--- src/shared/pmc_defs.svh ---
// Purpose: Constants for the power mode controller (offsets, fields, reset values, timing).
// Assumes: APB slave, 32-bit data, one register per aligned word.
// Notes: Included by the design module.
`ifndef PMC_DEFS_SVH
`define PMC_DEFS_SVH

// ------------------------------------------------------------------
// Register offsets
// ------------------------------------------------------------------
`define PMC_CLK_CTRL_OFS 12'h000
`define PMC_CPU_CMD_OFS 12'h004
`define PMC_STATUS_OFS 12'h008
`define PMC_CC_OFS 12'h00C

// ------------------------------------------------------------------
// Field positions of the clock control register
// ------------------------------------------------------------------
`define PMC_SLOW_EN_BIT 0
`define PMC_DIV_LSB 1
`define PMC_OIE_BIT 3
`define PMC_LONG_DLY_BIT 4

// Command register: bit 0 wait, bit 1 halt (self-clearing)
`define PMC_CMD_WAIT_BIT 0
`define PMC_CMD_HALT_BIT 1

// ------------------------------------------------------------------
// Reset values and encodings
// ------------------------------------------------------------------
`define PMC_CLK_CTRL_RST 5'h00
`define PMC_CC_ILVL_RST 2'h3
`define PMC_CC_ILVL_OPEN 2'h2

// ------------------------------------------------------------------
// Stabilisation delay, in master clock cycles
// ------------------------------------------------------------------
`define PMC_DLY_SHORT 256
`define PMC_DLY_LONG 4096

`endif

--- src/shared/pmc_pkg.sv ---
// Purpose: Types shared by the power mode controller.
// Assumes: pmc_defs.svh in the include path.
// Notes: Mode encoding is also the mode field of the status register.
package pmc_pkg;

  // ------------------------------------------------------------------
  // Power modes
  // ------------------------------------------------------------------
  typedef enum logic [2:0] {
    PMC_RUN = 3'b000,
    PMC_SLOW = 3'b001,
    PMC_WAIT = 3'b010,
    PMC_SLOW_WAIT = 3'b011,
    PMC_ACT_HALT = 3'b100,
    PMC_HALT = 3'b101,
    PMC_STARTUP = 3'b110
  } pmc_mode_t;

  // ------------------------------------------------------------------
  // Clock gating bundle
  // ------------------------------------------------------------------
  typedef struct packed {
    logic cpu_clk_en;
    logic periph_clk_en;
    logic osc_en;
    logic timebase_clk_en;
    logic wdg_freeze;
  } pmc_gate_t;

  // Wake request from the interrupt controller
  typedef struct packed {
    logic timebase;
    logic halt_wakeable;
    logic any;
  } pmc_wake_t;

endpackage

--- src/pmc_top.sv ---
// Purpose: Power mode controller: RUN, SLOW, WAIT, SLOW-WAIT, ACTIVE-HALT, HALT.
// Assumes: APB register access; wait/halt instructions and wake events are synchronous.
// Notes: Clock gating, divider enables and interrupt level forcing are outputs.
//
// Operation
// - Reset enters RUN on master clock
// - Slow enable and divider field in register
// - Slow divides master clock by 2..16
// - Wait in slow gives slow-wait, reduced clock
// - Wait stops CPU, peripherals stay clocked
// - Wait entry forces interrupt level to 10
// - Wait exits only on interrupt or reset
// - Halt picks active-halt by oscillator enable
// - Active-halt exits on timebase, wakeable irq, reset
// - Active-halt interrupt exit skips stabilisation delay
// - Active-halt entry forces level 10, pending wakes
// - Active-halt keeps only oscillator and timebase
// - Active-halt with oscillator enable freezes watchdog
// - Stabilisation delay after halt wake, or if oscillator enable is cleared in the post-wake window
// - Push CC, set level, restore on pop
// - Halt stops oscillator and all clocks
// - Halt exit restarts oscillator, waits delay
`timescale 1ns/100ps
`default_nettype none
`include "pmc_defs.svh"

module pmc_top
  import pmc_pkg::*;
#(
  parameter int DLY_SHORT = `PMC_DLY_SHORT,
  parameter int DLY_LONG = `PMC_DLY_LONG
)
(
  // Clock, reset, enable
  input wire logic pclk,
  input wire logic presetn,
  input wire logic clk_en,
  // APB slave
  input wire logic psel,
  input wire logic penable,
  input wire logic pwrite,
  input wire logic [11:0] paddr,
  input wire logic [31:0] pwdata,
  output logic [31:0] prdata,
  output logic pready,
  output logic pslverr,
  // CPU core
  input wire logic wait_for_irq_instr,
  input wire logic halt_instr,
  input wire logic cc_push,
  input wire logic cc_pop,
  input wire logic [1:0] irq_level,
  // Interrupt controller wake events
  input wire pmc_wake_t wake,
  // Power state and gating
  output pmc_mode_t mode,
  output pmc_gate_t gate,
  output logic cpu_clk_tick,
  output logic [1:0] cc_ilvl,
  output logic irq_service
);

  // ------------------------------------------------------------------
  // State
  // ------------------------------------------------------------------
  logic [4:0] ctrl;
  logic [4:0] next_ctrl;
  logic [1:0] ilvl;
  logic [1:0] next_ilvl;
  logic [1:0] ilvl_saved;
  logic [1:0] next_ilvl_saved;
  pmc_mode_t next_mode;
  pmc_gate_t next_gate;
  logic [12:0] dly;
  logic [12:0] next_dly;
  logic [3:0] div_cnt;
  logic [3:0] next_div_cnt;
  logic next_tick;
  logic next_service;
  logic post_wake;
  logic next_post_wake;
  logic [31:0] next_prdata;
  logic next_pready;
  logic next_pslverr;

  logic access;
  logic wr;
  logic cmd_wait;
  logic cmd_halt;
  logic slow_en;
  logic oscillator_irq_enable;
  logic [1:0] div_sel;
  logic [12:0] dly_len;
  logic [3:0] div_max;

  assign access = psel && penable && !pready;
  assign wr = access && pwrite;
  assign slow_en = ctrl[`PMC_SLOW_EN_BIT];
  assign oscillator_irq_enable = ctrl[`PMC_OIE_BIT];
  assign div_sel = ctrl[`PMC_DIV_LSB +: 2];
  // Long or short stabilisation chosen by a software bit (option byte stand-in)
  assign dly_len = ctrl[`PMC_LONG_DLY_BIT] ? 13'(DLY_LONG - 1) : 13'(DLY_SHORT - 1);
  // Divide by 2, 4, 8 or 16
  // Shift amount widened first: a 2-bit sum would wrap to zero for divide by 16
  assign div_max = 4'((5'h01 << ({1'b0, div_sel} + 3'h1)) - 5'h01);
  assign cmd_wait = wait_for_irq_instr
    || (wr && paddr == `PMC_CPU_CMD_OFS && pwdata[`PMC_CMD_WAIT_BIT]);
  assign cmd_halt = halt_instr
    || (wr && paddr == `PMC_CPU_CMD_OFS && pwdata[`PMC_CMD_HALT_BIT]);

  // ------------------------------------------------------------------
  // APB register file
  // ------------------------------------------------------------------
  always_comb
  begin
    next_ctrl = ctrl;
    next_prdata = prdata;
    next_pready = access;
    next_pslverr = 1'b0;
    if (access)
    begin
      next_prdata = 32'h0000_0000;
      if (paddr == `PMC_CLK_CTRL_OFS)
      begin
        if (pwrite)
        begin
          next_ctrl = pwdata[4:0];
        end
        next_prdata = {27'h000_0000, ctrl};
      end
      else if (paddr == `PMC_CPU_CMD_OFS)
      begin
        next_prdata = 32'h0000_0000;
      end
      else if (paddr == `PMC_STATUS_OFS)
      begin
        next_prdata = {15'h0000, dly, 1'b0, mode};
      end
      else if (paddr == `PMC_CC_OFS)
      begin
        next_prdata = {30'h0000_0000, ilvl};
      end
      else
      begin
        next_pslverr = 1'b1;
      end
    end
  end

  // ------------------------------------------------------------------
  // Mode sequencer
  // ------------------------------------------------------------------
  always_comb
  begin
    next_mode = mode;
    next_dly = dly;
    next_ilvl = ilvl;
    next_ilvl_saved = ilvl_saved;
    next_service = 1'b0;
    next_post_wake = post_wake;
    case (mode)
      PMC_RUN, PMC_SLOW:
      begin
        next_mode = slow_en ? PMC_SLOW : PMC_RUN;
        if (cmd_wait)
        begin
          next_mode = slow_en ? PMC_SLOW_WAIT : PMC_WAIT;
          next_ilvl = `PMC_CC_ILVL_OPEN;
        end
        else if (cmd_halt)
        begin
          next_mode = oscillator_irq_enable ? PMC_ACT_HALT : PMC_HALT;
          next_ilvl = `PMC_CC_ILVL_OPEN;
        end
      end
      PMC_WAIT, PMC_SLOW_WAIT:
      begin
        // Other registers untouched; only an interrupt leaves
        if (wake.any)
        begin
          next_mode = slow_en ? PMC_SLOW : PMC_RUN;
          next_service = 1'b1;
        end
      end
      PMC_ACT_HALT:
      begin
        // Pending wake in the entry cycle leaves at once
        if (wake.timebase || wake.halt_wakeable)
        begin
          next_mode = slow_en ? PMC_SLOW : PMC_RUN;
          next_service = 1'b1;
          next_post_wake = 1'b1;
          next_dly = dly_len;
        end
      end
      PMC_HALT:
      begin
        if (wake.halt_wakeable)
        begin
          next_mode = PMC_STARTUP;
          next_dly = dly_len;
        end
      end
      PMC_STARTUP:
      begin
        if (dly == 13'h0000)
        begin
          next_mode = slow_en ? PMC_SLOW : PMC_RUN;
          next_service = !post_wake;
          next_post_wake = 1'b0;
        end
        else
        begin
          next_dly = dly - 13'h0001;
        end
      end
      default:
      begin
        next_mode = PMC_RUN;
      end
    endcase
    // Clearing the oscillator enable inside the post-wake window drops to
    // startup for the rest of it; software is expected not to do this.
    // A fresh active-halt wake reloads the window instead of counting it down
    if (post_wake && mode != PMC_STARTUP && mode != PMC_ACT_HALT && next_mode != PMC_ACT_HALT)
    begin
      if (!oscillator_irq_enable)
      begin
        next_mode = PMC_STARTUP;
      end
      else if (dly == 13'h0000)
      begin
        next_post_wake = 1'b0;
      end
      else
      begin
        next_dly = dly - 13'h0001;
      end
    end
    // Interrupt entry saves the level, return restores it
    if (cc_push)
    begin
      next_ilvl_saved = ilvl;
      next_ilvl = irq_level;
    end
    else if (cc_pop)
    begin
      next_ilvl = ilvl_saved;
    end
  end

  // ------------------------------------------------------------------
  // Clock divider and gating
  // ------------------------------------------------------------------
  always_comb
  begin
    next_div_cnt = 4'h0;
    next_tick = 1'b1;
    if (slow_en)
    begin
      next_tick = (div_cnt == div_max);
      next_div_cnt = next_tick ? 4'h0 : div_cnt + 4'h1;
    end
    next_gate.cpu_clk_en = (next_mode == PMC_RUN) || (next_mode == PMC_SLOW);
    next_gate.periph_clk_en = (next_mode == PMC_RUN) || (next_mode == PMC_SLOW)
      || (next_mode == PMC_WAIT) || (next_mode == PMC_SLOW_WAIT);
    next_gate.osc_en = (next_mode != PMC_HALT);
    next_gate.timebase_clk_en = next_gate.osc_en && (next_mode != PMC_STARTUP);
    next_gate.wdg_freeze = (next_mode == PMC_ACT_HALT) && oscillator_irq_enable;
  end

  always_ff @(posedge pclk or negedge presetn)
  begin
    if (!presetn)
    begin
      ctrl <= `PMC_CLK_CTRL_RST;
      prdata <= 32'h0000_0000;
      pready <= 1'b0;
      pslverr <= 1'b0;
      mode <= PMC_RUN;
      dly <= 13'h0000;
      ilvl <= `PMC_CC_ILVL_RST;
      ilvl_saved <= `PMC_CC_ILVL_RST;
      post_wake <= 1'b0;
      div_cnt <= 4'h0;
      cpu_clk_tick <= 1'b1;
      irq_service <= 1'b0;
      gate <= 5'b11110;
      cc_ilvl <= `PMC_CC_ILVL_RST;
    end
    else if (clk_en)
    begin
      ctrl <= next_ctrl;
      prdata <= next_prdata;
      pready <= next_pready;
      pslverr <= next_pslverr;
      mode <= next_mode;
      dly <= next_dly;
      ilvl <= next_ilvl;
      ilvl_saved <= next_ilvl_saved;
      post_wake <= next_post_wake;
      div_cnt <= next_div_cnt;
      cpu_clk_tick <= next_tick;
      irq_service <= next_service;
      gate <= next_gate;
      cc_ilvl <= next_ilvl;
    end
  end

endmodule // pmc_top
`default_nettype wire

--- config.mk ---
export PLATFORM = sky130hd
export DESIGN_NAME = pmc_top
export DESIGN_NICKNAME = d
export VERILOG_FILES = /design/src/shared/pmc_pkg.sv /design/src/pmc_top.sv
export VERILOG_INCLUDE_DIRS = /design/src /design/src/shared
export SDC_FILE = /design/constraint.sdc
export NUM_CORES = 1
export LEC_CHECK = 0
export BUFFER_PORTS_ARGS = -buffer_cell sky130_fd_sc_hd__buf_2
export CORE_MARGIN = 2
export CORE_UTILIZATION = 51
export CTS_CLUSTER_SIZE = 28
export DETAILED_ROUTE_END_ITERATION = 16
export PLACE_DENSITY_LB_ADDON = 0.08
export REMOVE_ABC_BUFFERS = 1
export SLEW_MARGIN = 20
export SYNTH_ARGS = -nofsm -noshare
export SYNTH_HDL_FRONTEND = slang
export SYNTH_SLANG_ARGS = --single-unit
--- constraint.sdc ---
create_clock -name pclk -period 3.9 [get_ports pclk]
set_input_delay 0 -clock pclk [delete_from_list [all_inputs] [get_ports pclk]]
set_output_delay 0 -clock pclk [all_outputs]
set_load 0.02 [all_outputs]
After elaboration in Yosys (flattened, before gate mapping)

Cells that the tools add are included.

Input port bits: 59
Register bits after elaboration: 71
Output and inout port bits: 46

$add $sub $neg: 4
Shift-type cells: 1
Muxes and demuxes: 47
Reductions and logical operators: 31
Equal/unequal tests: 19

Operator list:

| cell                  | number |
|---|---|
| $mux 13               | 6 |
| $mux 17               | 3 |
| $pmux 13 s3           | 1 |
| $eq 12x4->1 const B   | 2 |
| $mux 3                | 8 |
| $mux 1                | 17 |
| $ne 3x3->1 const B    | 5 |
| $pmux 3 s5            | 1 |
| $logic_not 13->1      | 1 |
| $sub 13x1->13 const B | 1 |
| $eq 12x3->1 const B   | 1 |
| $eq 3x2->1 const B    | 4 |
| $eq 3x3->1 const B    | 4 |
| $logic_not 12->1      | 1 |
| $mux 12               | 1 |
| $mux 2                | 6 |
| $logic_and 1x1->1     | 11 |
| $mux 4                | 2 |
| $eq 3x1->1 const B    | 2 |
| $logic_not 3->1       | 2 |
| $logic_or 1x1->1      | 6 |
| $add 4x1->4 const B   | 1 |
| $eq 4x4->1            | 1 |
| $reduce_and 2->1      | 2 |
| 11 further kinds      | 13 |

Logic depth before layout (Yosys ltp)

Gate-level depths: netlist (run 1).

Word-level depth: 16
Mapped depth: 12
Depth with buffers taken out: 10

Worst setup path before layout (run 1)

No wires, ideal clock.

Kind: register to register
Start point: register dly[0]
End point: register dly[6]
Library setup time: 0.121 ns
Stages on the path, launching flop included: 11
Required time: 3.779 ns
Arrival time: 2.662 ns
Slack: 1.117 ns
Period minus slack after synthesis: 2.783 ns
Cell sequence: dfrtp_1 -> inv_1 -> ha_1 -> nor3b_2 -> and4_1 -> a22o_1 -> o211a_1 -> o41ai_4 -> nand2b_1 -> mux2_2 -> a22o_1

Word-level cells in the longest chain between the ends: 6
Elaborated cells on any way between the ends: 11
Those cells by class: 1 x add/sub; 1 x eq/ne; 7 x mux; 2 x reduce/logical

RTL lines:

| element                                           | line                           | text |
|---|---|---|
| start, declared                                   | pmc_top.sv:74                  | `logic [12:0] dly;` |
| start signal, assigned                            | pmc_top.sv:298                 | `dly <= next_dly;` |
| $sub 13x1->13 or $logic_not 13->1 (tied branches) | n/a                            |  |
| $mux 13 or $mux 3 (tied branches)                 | pmc_top.sv:206                 | `if (dly == 13'h0000)` |
| $pmux 13 s3 or $pmux 3 s5 (tied branches)         | pmc_top.sv:161                 | `case (mode)` |
| $mux 13 or $ne 3x3->1 (tied branches)             | pmc_top.sv:231, pmc_top.sv:225 |  |
| $mux 13 or $logic_and 1x1->1 (tied branches)      | pmc_top.sv:227, pmc_top.sv:225 |  |
| $mux 13 *                                         | pmc_top.sv:225                 | `if (post_wake && mode != PMC_STARTUP && mode != PMC_ACT_HALT && next_mode != PMC_ACT_HALT)` |

Mark *: on every way between the ends. The rest lies on a longest branch, timed or not.
A chain may end at the register's enable or synchronous reset.

Final worst setup path (run 1)

Start point: register mode[1]
End point: register dly[6]

Word-level cells in the longest chain between the ends: 6
Elaborated cells on any way between the ends: 24
Those cells by class: 9 x eq/ne; 9 x mux; 6 x reduce/logical

RTL lines:

| element                                  | line           | text |
|---|---|---|
| start, declared                          | pmc_top.sv:56  | `output pmc_mode_t mode,` |
| start signal, assigned                   | pmc_top.sv:297 | `mode <= next_mode;` |
| $eq 3x2->1, or another cell as far along | pmc_top.sv:161 |  |
| $reduce_or 2->1                          | pmc_top.sv:161 |  |
| $pmux 3 s5                               | pmc_top.sv:161 |  |
| $ne 3x3->1                               | pmc_top.sv:225 |  |
| $logic_and 1x1->1                        | pmc_top.sv:225 |  |
| $mux 13 *                                | pmc_top.sv:225 |  |

Marks and branches as above.

==> results of run 1 <==
==> critical path, stage by stage (launching register included) <==
cell	delay [ns]
dfrtp_1	0.71
nand2b_1	0.22
o22ai_1	0.12
a22o_1	0.29
o211a_1	0.28
o41ai_4	0.65
nand2b_1	0.35
mux2_2	0.37
a22o_1	0.18
==> registers in the layout, indices dropped and copies added (netlist names), 2 cells and up <==
signal and count:
dly 13, div_cnt 4, prdata 17, gate 5, mode 3, ilvl_saved 2, ilvl 2, ctrl 5
==> layout by cell type, fill, tap and decap left out, types with 3 or more instances in the layout <==
cell and count:
dfstp_2 9, a32o_1 3, a22oi_1 3, nand2b_1 8, o22ai_1 5, o211a_1 3, nand2_1 27, nand3_1 12
dfrtp_1 47, nor2_1 35, nor2b_1 3, clkbuf_8 5, buf_2 62, mux2i_1 7, conb_1 15, a22o_1 17
buf_4 4, nand4_1 5, o31ai_1 3, nor3b_1 3, xnor2_1 3, dlygate4sd3_1 9, o21ai_0 22, inv_1 21
a21oi_1 21, mux2_2 9, o21a_1 4, nor4_1 5, a31oi_1 5, nor3_1 6, and4_1 3
==> power breakdown <==
group          internal, mW  switching (mW)
combinational         0.288           0.410
sequential            0.687           0.177
clock                 0.128           0.200
total                  1.10           0.787
==> cell type report <==
type | instances | area share [%]
Timing Repair Buffer | 75 | 11.4
Tap cell | 77 | 2.55
Clock inverter | 3 | 0.630
Sequential cell | 56 | 37.4
Inverter | 21 | 2.09
Multi-Input combinational cell | 264 | 44.1
Clock buffer | 5 | 1.82
==> through the flow <==
step / cells / instance area, µm²
detailed placement: 484 / 3590
finish: 501 / 3770
floorplan: 341 / 3160
global route: 501 / 3770
global placement: 484 / 3590
CTS: 501 / 3770
==> how the worst max path moves through the flow <==
stage,end,depth (start not counted)
finish,dly[6]$_DFFE_PN0P_,8
global route,dly[6]$_DFFE_PN0P_,11
CTS,dly[6]$_DFFE_PN0P_,10
detailed placement,dly[6]$_DFFE_PN0P_,10
global placement,dly[6]$_DFFE_PN0P_,8
floorplan,dly[6]$_DFFE_PN0P_,10
==> cells by family after synthesis <==
kind of cell,share of synthesized area (%)
buffers and inverters,8.90
other,0.113
flip-flops,42.6
multiplexers,5.16
XOR/XNOR,0.792
AO/OA/AOI/OAI,23.3
AND/OR/NAND/NOR,18.4
adder cells (fa/ha/maj),0.754
==> metal layers <==
metal / part of all wire [%] / GRT usage (%)
met1: 49 / 33.4
met4: 1.2 / 5.34
met5: 0 / 0
met2: 45 / 34.1
met3: 5.2 / 2.95
==> impl_metrics.csv, run 1 <==
group,metric,value,unit
die,fp.coreArea,6310,µm²
cells_and_area,fin_util,59.8,%
drt,first_pass_iters,5,
clocking,postCtsHoldBufs,9,
place,portBuffers,62,
place,gp_congestion,0.818,
clocking,cts-root-buf,"clkbuf_8",
cells_and_area,multi_input_area,1660,µm²
clocking,cts_buffer_depth,2,
global_route,grt.overflow.total,0,
setup_path,cp-end-kind,"flop",
yosys,synthFlopType,"dfrtp_1",
yosys,yosysMostFrequentCell,"dfrtp_1",
yosys,synthesis.yosys.warnings,0,
setup_path,r2r-end,"dly[6]$_DFFE_PN0P_",
timing,drv_slew,0,
drt,drt_iter0_drc,211,
yosys,ys_top_cells_by_count,"47 x dfrtp_1, 35 x nor2_1, 27 x nand2_1, 22 x o21ai_0",
yosys,synth.distinct_cells,61,
setup_path,r2r_start,"mode[1]$_DFFE_PN0P_",
clocking,ctsResizeCount,0,
global_route,grt_usage,22.2,%
yosys,synth_top_area_cell,"dfrtp_1",
timing,layout_setup_ws,0.629,ns
yosys,ys_async_sr_fraction,100,%
pwr,p_total,1.89,mW
yosys,yosysTopAreaCellShare,35.4,%
timing,post-route-min-period,3.27,ns
timing,finalCritPeriodShare,83.9,%
global_route,grt_pass1_vias,2724,
clocking,cts_inserted_buffers,5,
status,outcome,"complete, no violations",
drt,vias,2898,
drt,ant_nets,0,
yosys,synthCells,363,
clocking,postCtsSetupBuffers,0,
timing,final-hold-violation-count,0,
drt,route.detailed.drc,0,
yosys,avgSynthCellArea,9.14,µm²
yosys,syn_area,3320,µm²
timing,skew,0.00420,ns
clocking,cts_tree,"done",
timing,finalSetupViolations,0,
pwr,pwr_density_cell,501,nW/µm²
clocking,clk_latency,0.31,ns
clocking,clk_pin_slew,0.10,ns
place,place_ws,0.665,ns
global_route,grt_pass1_wl,13.0,mm
timing,max_freq,306,MHz
pwr,p_leak,1.75,nW
timing,hold_ws,0.0363,ns
worst_hold_path,min_path_type,"input port to flop",
setup_path,cp-startpoint,"mode[1]$_DFFE_PN0P_",
setup_path,worstPathMaxFanout,19,
place,hpwlAfterDp,5.54,mm
setup_path,crit_type,"flop to flop",
setup_path,r2r_cells,8,
timing,fin_setup_tns,0,ns
cells_and_area,num_antenna_cells,0,
timing,worst_pin_slew,0.719,ns
run,max-cap-violations,0,
timing,slew_headroom,51.9,%
die,io_pins,105,
drt,avgViaCountPerCell,5.78,
cells_and_area,layout-drive-gt1-share,24.3,%
yosys,synth.area.top_cells,"dfrtp_1 35%, dfstp_2 7.1%, a22o_1 4.5%",
timing,rsz0062_at_grt,"no",
cells_and_area,n_fill_cell,576,
die,initial_utilization,52.6,%
worst_hold_path,hold_depth,4,
yosys,ys_seq_elements,56,
setup_path,r2r_slack,0.63,ns
setup_path,critPathLaunchType,"flop",
drt,wl_per_cell,15.5,µm
die,fp-row-count,29,
clocking,h-tree-depth,2,
die,die_x,84.7,µm
pwr,vdd_drop_max,0.392,mV
worst_hold_path,hold-path-endpoint,"ilvl[1]$_DFFE_PN1P_",
global_route,antenna_found_initial,0,
clocking,cts.sinks,56,
yosys,synth-edff-count,0,
drt,wirelength,7.77,mm
cells_and_area,seq_area,1410,µm²
die,die_h,84.7,µm
die,fp.dieArea,7170,µm²
global_route,grt_max_degree,61,
cells_and_area,fin_nets,484,
cells_and_area,syn_to_final_growth,13.7,%
yosys,yosysSeqAreaShare,42.6,%
setup_path,cp.arrival,3.48,ns
setup_path,critPathRequiredTime,4.11,ns
worst_hold_path,worstHoldStart,"cc_pop",
(Power assumes the default switching activity.)
==> inputs of run 2 (changes only) <==
--- a/config.mk
+++ b/config.mk
@@ -6,9 +6,10 @@
 export SDC_FILE = /design/constraint.sdc
 export NUM_CORES = 1
 export LEC_CHECK = 0
+export ABC_AREA = 1
 export BUFFER_PORTS_ARGS = -buffer_cell sky130_fd_sc_hd__buf_2
 export CORE_MARGIN = 2
-export CORE_UTILIZATION = 51
+export CORE_UTILIZATION = 49
 export CTS_CLUSTER_SIZE = 28
 export DETAILED_ROUTE_END_ITERATION = 16
 export PLACE_DENSITY_LB_ADDON = 0.08
==> constraint.sdc (replaced) <==
create_clock -name pclk -period 2.75 [get_ports pclk]
set_input_delay 0 -clock pclk [delete_from_list [all_inputs] [get_ports pclk]]
set_output_delay 0 -clock pclk [all_outputs]
set_load 0.02 [all_outputs]
==> impl_metrics.csv, run 2 <==
group,metric,value,unit
yosys,synth-edff-count,0,
pwr,vdd_drop_max,0.346,mV
yosys,synthesis.yosys.warnings,0,
global_route,use_met1,32.9,%
timing,finalCritPeriodShare,89.7,%
die,fp-row-count,33,
timing,skew,0.00578,ns
clocking,clk_pin_slew,0.10,ns
die,die_h,94.8,µm
drt,route.detailed.drc,0,
setup_path,r2r_slack,0.28,ns
yosys,synthCells,587,
yosys,yosysTopAreaCellShare,29.1,%
cells_and_area,final_cell_mix,"195 x nand2_1, 62 x buf_2, 52 x inv_1, 47 x dfrtp_1, 46 x nor2_1",
timing,fin_setup_tns,0,ns
die,die_x,94.8,µm
drt,first_pass_iters,6,
cells_and_area,syn_to_final_growth,14.5,%
clocking,cts_inserted_buffers,5,
place,hpwlAfterDp,7.71,mm
run,max-cap-violations,0,
place,gp_congestion,0.884,
global_route,grt_usage,25.8,%
global_route,top_usage_layer,"met2",
setup_path,crit_type,"flop to flop",
global_route,grt_pass1_wl,18.2,mm
setup_path,cp.arrival,2.67,ns
yosys,synthFlopType,"dfrtp_1",
cells_and_area,layout-drive-gt1-share,20.8,%
worst_hold_path,min_path_type,"input port to flop",
cells_and_area,final_common_cell,"nand2_1",
yosys,ys_top_cells_by_count,"195 x nand2_1, 52 x inv_1, 47 x dfrtp_1, 46 x nor2_1, 44 x nand3_1",
setup_path,setup.worst_path.end,"dly[6]$_DFFE_PN0P_",
yosys,synth_top_area_cell,"dfrtp_1",
timing,slew_headroom,52.0,%
clocking,postCtsSetupBuffers,0,
yosys,ys_async_sr_fraction,100,%
setup_path,path_cells,"inv_1, ha_1, nand3_4, nor2_4, nand2_4, nand3_4, nand2_2, nor2_2, nand2_1, a21oi_2, nand3_4, buf_4, nand3_1, nand2_1, nand2_1, o21ai_2",
clocking,cts-root-buf,"clkbuf_8",
drt,wl_per_cell,14.0,µm
timing,drv_slew,0,
drt,ant_nets,0,
setup_path,cp-end-kind,"flop",
clocking,cts.sinks,56,
drt,drt_iter0_drc,234,
setup_path,r2r-end,"dly[6]$_DFFE_PN0P_",
yosys,syn_area,4040,µm²
yosys,yosysMostFrequentCell,"nand2_1",
global_route,use_met2,45.1,%
clocking,cts_tree,"done",
die,fp.coreArea,8090,µm²
global_route,grt_pass1_vias,3849,
cells_and_area,num_antenna_cells,0,
die,initial_utilization,49.9,%
drt,vias,4021,
pwr,pwr_density_cell,789,nW/µm²
status,outcome,"complete, no violations",
cells_and_area,largest_reg_flops,17,
yosys,synth.area.top_cells,"dfrtp_1 29%, nand2_1 18%, dfstp_2 5.9%",
global_route,grt.overflow.total,0,
clocking,h-tree-depth,2,
timing,finalSetupViolations,0,
cells_and_area,largest_register,"prdata",
pwr,p_leak,2.46,nW
setup_path,critPathRequiredTime,2.95,ns
timing,final-hold-violation-count,0,
setup_path,r2r_start,"dly[0]$_DFFE_PN0P_",
setup_path,r2r_cells,16,
global_route,grt_max_degree,57,
timing,layout_setup_ws,0.282,ns
setup_path,slowest_stage,"dfrtp_1",
drt,avgViaCountPerCell,5.24,
global_route,antenna_found_initial,0,
cells_and_area,reg_top3,"prdata (17), dly (13)",
clocking,cts_buffer_depth,2,
yosys,yosysSeqAreaShare,35.0,%
setup_path,worstPathMaxFanout,8,
timing,post-route-min-period,2.47,ns
place,place_ws,0.254,ns
die,io_pins,105,
cells_and_area,fin_nets,722,
yosys,avgSynthCellArea,6.88,µm²
setup_path,slowest_delay,0.43,ns
timing,worst_pin_slew,0.720,ns
yosys,synth.distinct_cells,44,
die,fp.dieArea,8990,µm²
setup_path,cp-startpoint,"dly[0]$_DFFE_PN0P_",
setup_path,critPathLaunchType,"flop",
clocking,clk_latency,0.31,ns
yosys,ys_seq_elements,56,
drt,wirelength,10.8,mm
place,portBuffers,62,
global_route,met3_usage,3.75,%
timing,rsz0062_at_grt,"no",
timing,max_freq,405,MHz
==> run 2: how the worst min path moves through the flow <==
stage          cells after the start  slack (ns)                      to       from
2_1_floorplan                      0       -0.30     ctrl[0]$_DFFE_PN0P_    presetn
3_3_place_gp                       2        0.19      dly[9]$_DFFE_PN0P_    presetn
3_5_place_dp                       2        0.19      dly[9]$_DFFE_PN0P_    presetn
4_1_cts                            4        0.04  prdata[16]$_DFFE_PN0P_  paddr[10]
5_1_grt                            4        0.06  prdata[16]$_DFFE_PN0P_  paddr[10]
6_report                           4        0.04  prdata[16]$_DFFE_PN0P_  paddr[10]
==> run 2: cell type report <==
| class | instances | area [µm²] |
|---|---|---|
| inverters | 59 | 221 |
| well taps | 105 | 131 |
| multi-input cells | 453 | 2240 |
| clock buffers | 8 | 100 |
| fillers | 813 | 3460 |
| repair buffers | 86 | 520 |
| flip-flops and latches | 56 | 1410 |
==> run 2: cell families after synthesis <==
family | synth area share (%)
AOI/OAI and AO/OA | 14.2
xor gates and xnor gates | 1.73
adders and majority gates | 0.619
buffers and inverters | 11.1
DFF | 35.0
muxes | 1.27
other | 0.0928
and+or+nand+nor | 36.0
==> run 2: critical path: cells and delay by family (launching register included) <==
| kind | cells | cell delay (ns) |
|---|---|---|
| flip-flops | 1 | 0.43 |
| adder cells (fa/ha/maj) | 1 | 0.25 |
| buffers and inverters | 2 | 0.36 |
| AND/OR/NAND/NOR | 11 | 1.08 |
| AO/OA/AOI/OAI | 2 | 0.23 |
==> run 2: report_power, final <==
part / internal [mW] / leakage, nW / switching [mW] / total, mW
sequential: 1.00 / 0.696 / 0.201 / 1.20
combinational: 0.698 / 1.71 / 1.25 / 1.95
clock: 0.231 / 0.0515 / 0.271 / 0.502
total: 1.93 / 2.46 / 1.72 / 3.65
==> run 2: routing by layer <==
layer,vias up,part of all wire (%)
met4,0,2.3
met3,28,4.1
met2,101,49
met5,-,0
li1,2024,-
met1,1868,45
==> run 2: repair_timing <==
item / in CTS / in global routing
hold endpoints to repair: 55 / 0
setup endpoints to repair: 0 / 1
gates resized for setup: 0 / 1
hold buffers: 12 / 0
==> run 2: through the flow <==
stage | instances | total power, mW | util (%) | hold slack (ns) | area (µm²)
2_1_floorplan | 568 | 2.62 | - | -0.296 | 3870
3_3_place_gp | 747 | 3.06 | 54.4 | 0.191 | 4400
3_5_place_dp | 747 | 3.12 | 54.4 | 0.195 | 4400
4_1_cts | 767 | 3.65 | 57.1 | 0.0372 | 4620
5_1_grt | 767 | 4.01 | 57.2 | 0.0628 | 4630
6_report | 767 | 3.65 | 57.2 | 0.0431 | 4630
==> inputs of run 3 (changes only) <==
--- a/config.mk
+++ b/config.mk
@@ -10,8 +10,10 @@
 export BUFFER_PORTS_ARGS = -buffer_cell sky130_fd_sc_hd__buf_2
 export CORE_MARGIN = 2
 export CORE_UTILIZATION = 49
+export CTS_CLUSTER_DIAMETER = 30
 export CTS_CLUSTER_SIZE = 28
 export DETAILED_ROUTE_END_ITERATION = 16
+export HOLD_SLACK_MARGIN = 0.15
 export PLACE_DENSITY_LB_ADDON = 0.08
 export REMOVE_ABC_BUFFERS = 1
 export SLEW_MARGIN = 20
==> impl_metrics.csv, run 3 (synthesis results as in run 2) <==
group,metric,value,unit
status,outcome,"complete, no violations",
timing,skew,0.00591,ns
pwr,p_leak,2.51,nW
clocking,cts-root-buf,"clkbuf_8",
clocking,cts_tree,"done",
drt,wirelength,11.1,mm
clocking,clk_latency,0.31,ns
setup_path,critPathLaunchType,"flop",
place,gp_congestion,0.884,
clocking,cts_inserted_buffers,5,
worst_hold_path,worstHoldStart,"paddr[2]",
place,hpwlAfterDp,7.71,mm
drt,ant_nets,0,
cells_and_area,seq_area,1410,µm²
setup_path,slowest_delay,0.43,ns
die,io_pins,105,
cells_and_area,syn_to_final_growth,18.4,%
timing,worst_pin_slew,0.719,ns
drt,drt_iter0_drc,245,
clocking,clk_pin_slew,0.10,ns
global_route,grt_pass1_wl,18.6,mm
drt,wl_per_cell,14.1,µm
pwr,p_total,3.67,mW
setup_path,cp.arrival,2.68,ns
timing,drv_slew,0,
global_route,grt_pass1_vias,3960,
setup_path,slowest_stage,"dfrtp_1",
drt,first_pass_iters,5,
cells_and_area,num_antenna_cells,0,
pwr,vdd_drop_max,0.345,mV
pwr,intPower,1.94,mW
setup_path,crit_buf_inv,1,
timing,slew_headroom,52.1,%
clocking,postCtsSetupBuffers,0,
die,fp.dieArea,8990,µm²
timing,finalCritPeriodShare,89.6,%
global_route,use_met1,33.2,%
cells_and_area,final_common_cell,"nand2_1",
clocking,h-tree-depth,2,
drt,vias,4123,
timing,max_freq,406,MHz
setup_path,crit_family,"simple AND/OR/NAND/NOR gates",
setup_path,r2r_cells,14,
pwr,p_sw,1.73,mW
worst_hold_path,min_path_type,"input port to flop",
drt,avgViaCountPerCell,5.27,
global_route,antenna_found_initial,0,
timing,finalSetupViolations,0,
setup_path,r2r_slack,0.29,ns
cells_and_area,n_fill_cell,795,
drt,route.detailed.drc,0,
global_route,grt.overflow.total,0,
die,fp-row-count,33,
cells_and_area,largest_reg_flops,17,
global_route,grt_usage,26.4,%
setup_path,r2r-end,"gate[4]$_DFFE_PN1P_",
clocking,cts_buffer_depth,2,
timing,hold_ws,0.145,ns
cells_and_area,reg_top3,"prdata (17), dly (13)",
die,fp.coreArea,8090,µm²
pwr,power_frac_seq,32.8,%
cells_and_area,final_cell_mix,"195 x nand2_1, 62 x buf_2, 52 x inv_1, 47 x dfrtp_1, 46 x nor2_1",
timing,rsz0062_at_grt,"no",
global_route,met3_usage,3.75,%
timing,final-hold-violation-count,0,
timing,post-route-min-period,2.46,ns
setup_path,cp-end-kind,"flop",
setup_path,critPathRequiredTime,2.97,ns
worst_hold_path,hold-path-endpoint,"prdata[3]$_DFFE_PN0P_",
worst_hold_path,hold_depth,4,
setup_path,worstPathMaxFanout,8,
global_route,grt_max_degree,57,
setup_path,cp-startpoint,"dly[0]$_DFFE_PN0P_",
die,die_x,94.8,µm
die,die_h,94.8,µm
setup_path,path_cells,"inv_1, ha_1, nand3_4, nor2_4, nand2_4, nand3_4, nand2_2, nor2_2, nand2_1, a21oi_2, nand3_4, nand3_1, nand3_1, o21ai_0",
pwr,pwr_density_cell,767,nW/µm²
pwr,p_clk_share,13.8,%
global_route,use_met2,46.5,%
cells_and_area,multi_input_area,2250,µm²
cells_and_area,largest_register,"prdata",
global_route,top_usage_layer,"met2",
pwr,comb_power_share,53.4,%
clocking,cts.sinks,56,
cells_and_area,fin_nets,737,
setup_path,r2r_start,"dly[0]$_DFFE_PN0P_",
timing,fin_setup_tns,0,ns
run,max-cap-violations,0,
place,portBuffers,62,
pwr,swShare,47.1,%
die,initial_utilization,49.9,%
cells_and_area,layout-drive-gt1-share,20.5,%
setup_path,crit_top_cell,"nand3_4",
setup_path,crit_type,"flop to flop",
==> run 3: changes by cell type in the layout (fill, tap and decap cells not counted), sizes merged <==
cell / delta
dlygate4sd3: +15
==> run 3: repair_timing <==
action | 4_1_cts | 5_1_grt
hold endpoints to repair | 75 | 0
hold buffers | 27 | 0
setup endpoints to repair | 0 | 5
resized for setup | 0 | 2
==> run 3: power groups by stage <==
| stage | Sequential (mW) | Clock (mW) | Combinational, mW |
|---|---|---|---|
| detailed placement | 1.22 | 0 | 1.91 |
| floorplan | 1.22 | 0 | 1.40 |
| global placement | 1.21 | 0 | 1.85 |
| finish | 1.20 | 0.505 | 1.96 |
| CTS | 1.20 | 0.521 | 1.94 |
| global route | 1.23 | 0.562 | 2.23 |
==> run 3: worst max-delay path by stage <==
| stage | depth (start not counted) | end |
|---|---|---|
| 2_1_floorplan | 16 | dly[7]$_DFFE_PN0P_ |
| 3_3_place_gp | 16 | dly[7]$_DFFE_PN0P_ |
| 3_5_place_dp | 16 | dly[12]$_DFFE_PN0P_ |
| 4_1_cts | 11 | ctrl[3]$_DFFE_PN0P_ |
| 5_1_grt | 11 | ctrl[3]$_DFFE_PN0P_ |
| 6_report | 14 | gate[4]$_DFFE_PN1P_ |
==> run 3: per-stage QoR <==
stage / cell area [µm²] / setup slack (ns) / utilization, % / std cells
2_1_floorplan: 3870 / 0.547 / - / 568
3_3_place_gp: 4400 / 0.294 / 54.4 / 747
3_5_place_dp: 4400 / 0.254 / 54.4 / 747
4_1_cts: 4770 / 0.171 / 58.9 / 782
5_1_grt: 4780 / 0.0690 / 59.1 / 782
6_report: 4780 / 0.286 / 59.1 / 782
==> run 3: worst register-to-register path, cell delays in order, from the launching register on <==
cell     delay (ns)
dfrtp_1        0.43
inv_1          0.15
ha_1           0.25
nand3_4        0.15
nor2_4         0.17
nand2_4        0.07
nand3_4        0.13
nand2_2        0.07
nor2_2         0.07
nand2_1        0.08
a21oi_2        0.17
nand3_4        0.14
nand3_1        0.14
nand3_1        0.11
o21ai_0        0.24
==> run 3: per-layer routing <==
layer | wire length, µm | up-vias | share of wire (%)
met1 | 4900 | 1915 | 44
met3 | 498 | 25 | 4.5
met4 | 273 | 0 | 2.5
li1 | - | 2051 | -
met5 | 0 | - | 0
met2 | 5390 | 132 | 49
==> run 3: area by class of cell <==
cell class                      instances  area share [%]
Multi-Input combinational cell        453            47.0
Timing Repair Buffer                  101            14.0
Clock buffer                            8            2.09
Tap cell                              105            2.75
Inverter                               59            4.63
Sequential cell                        56            29.5
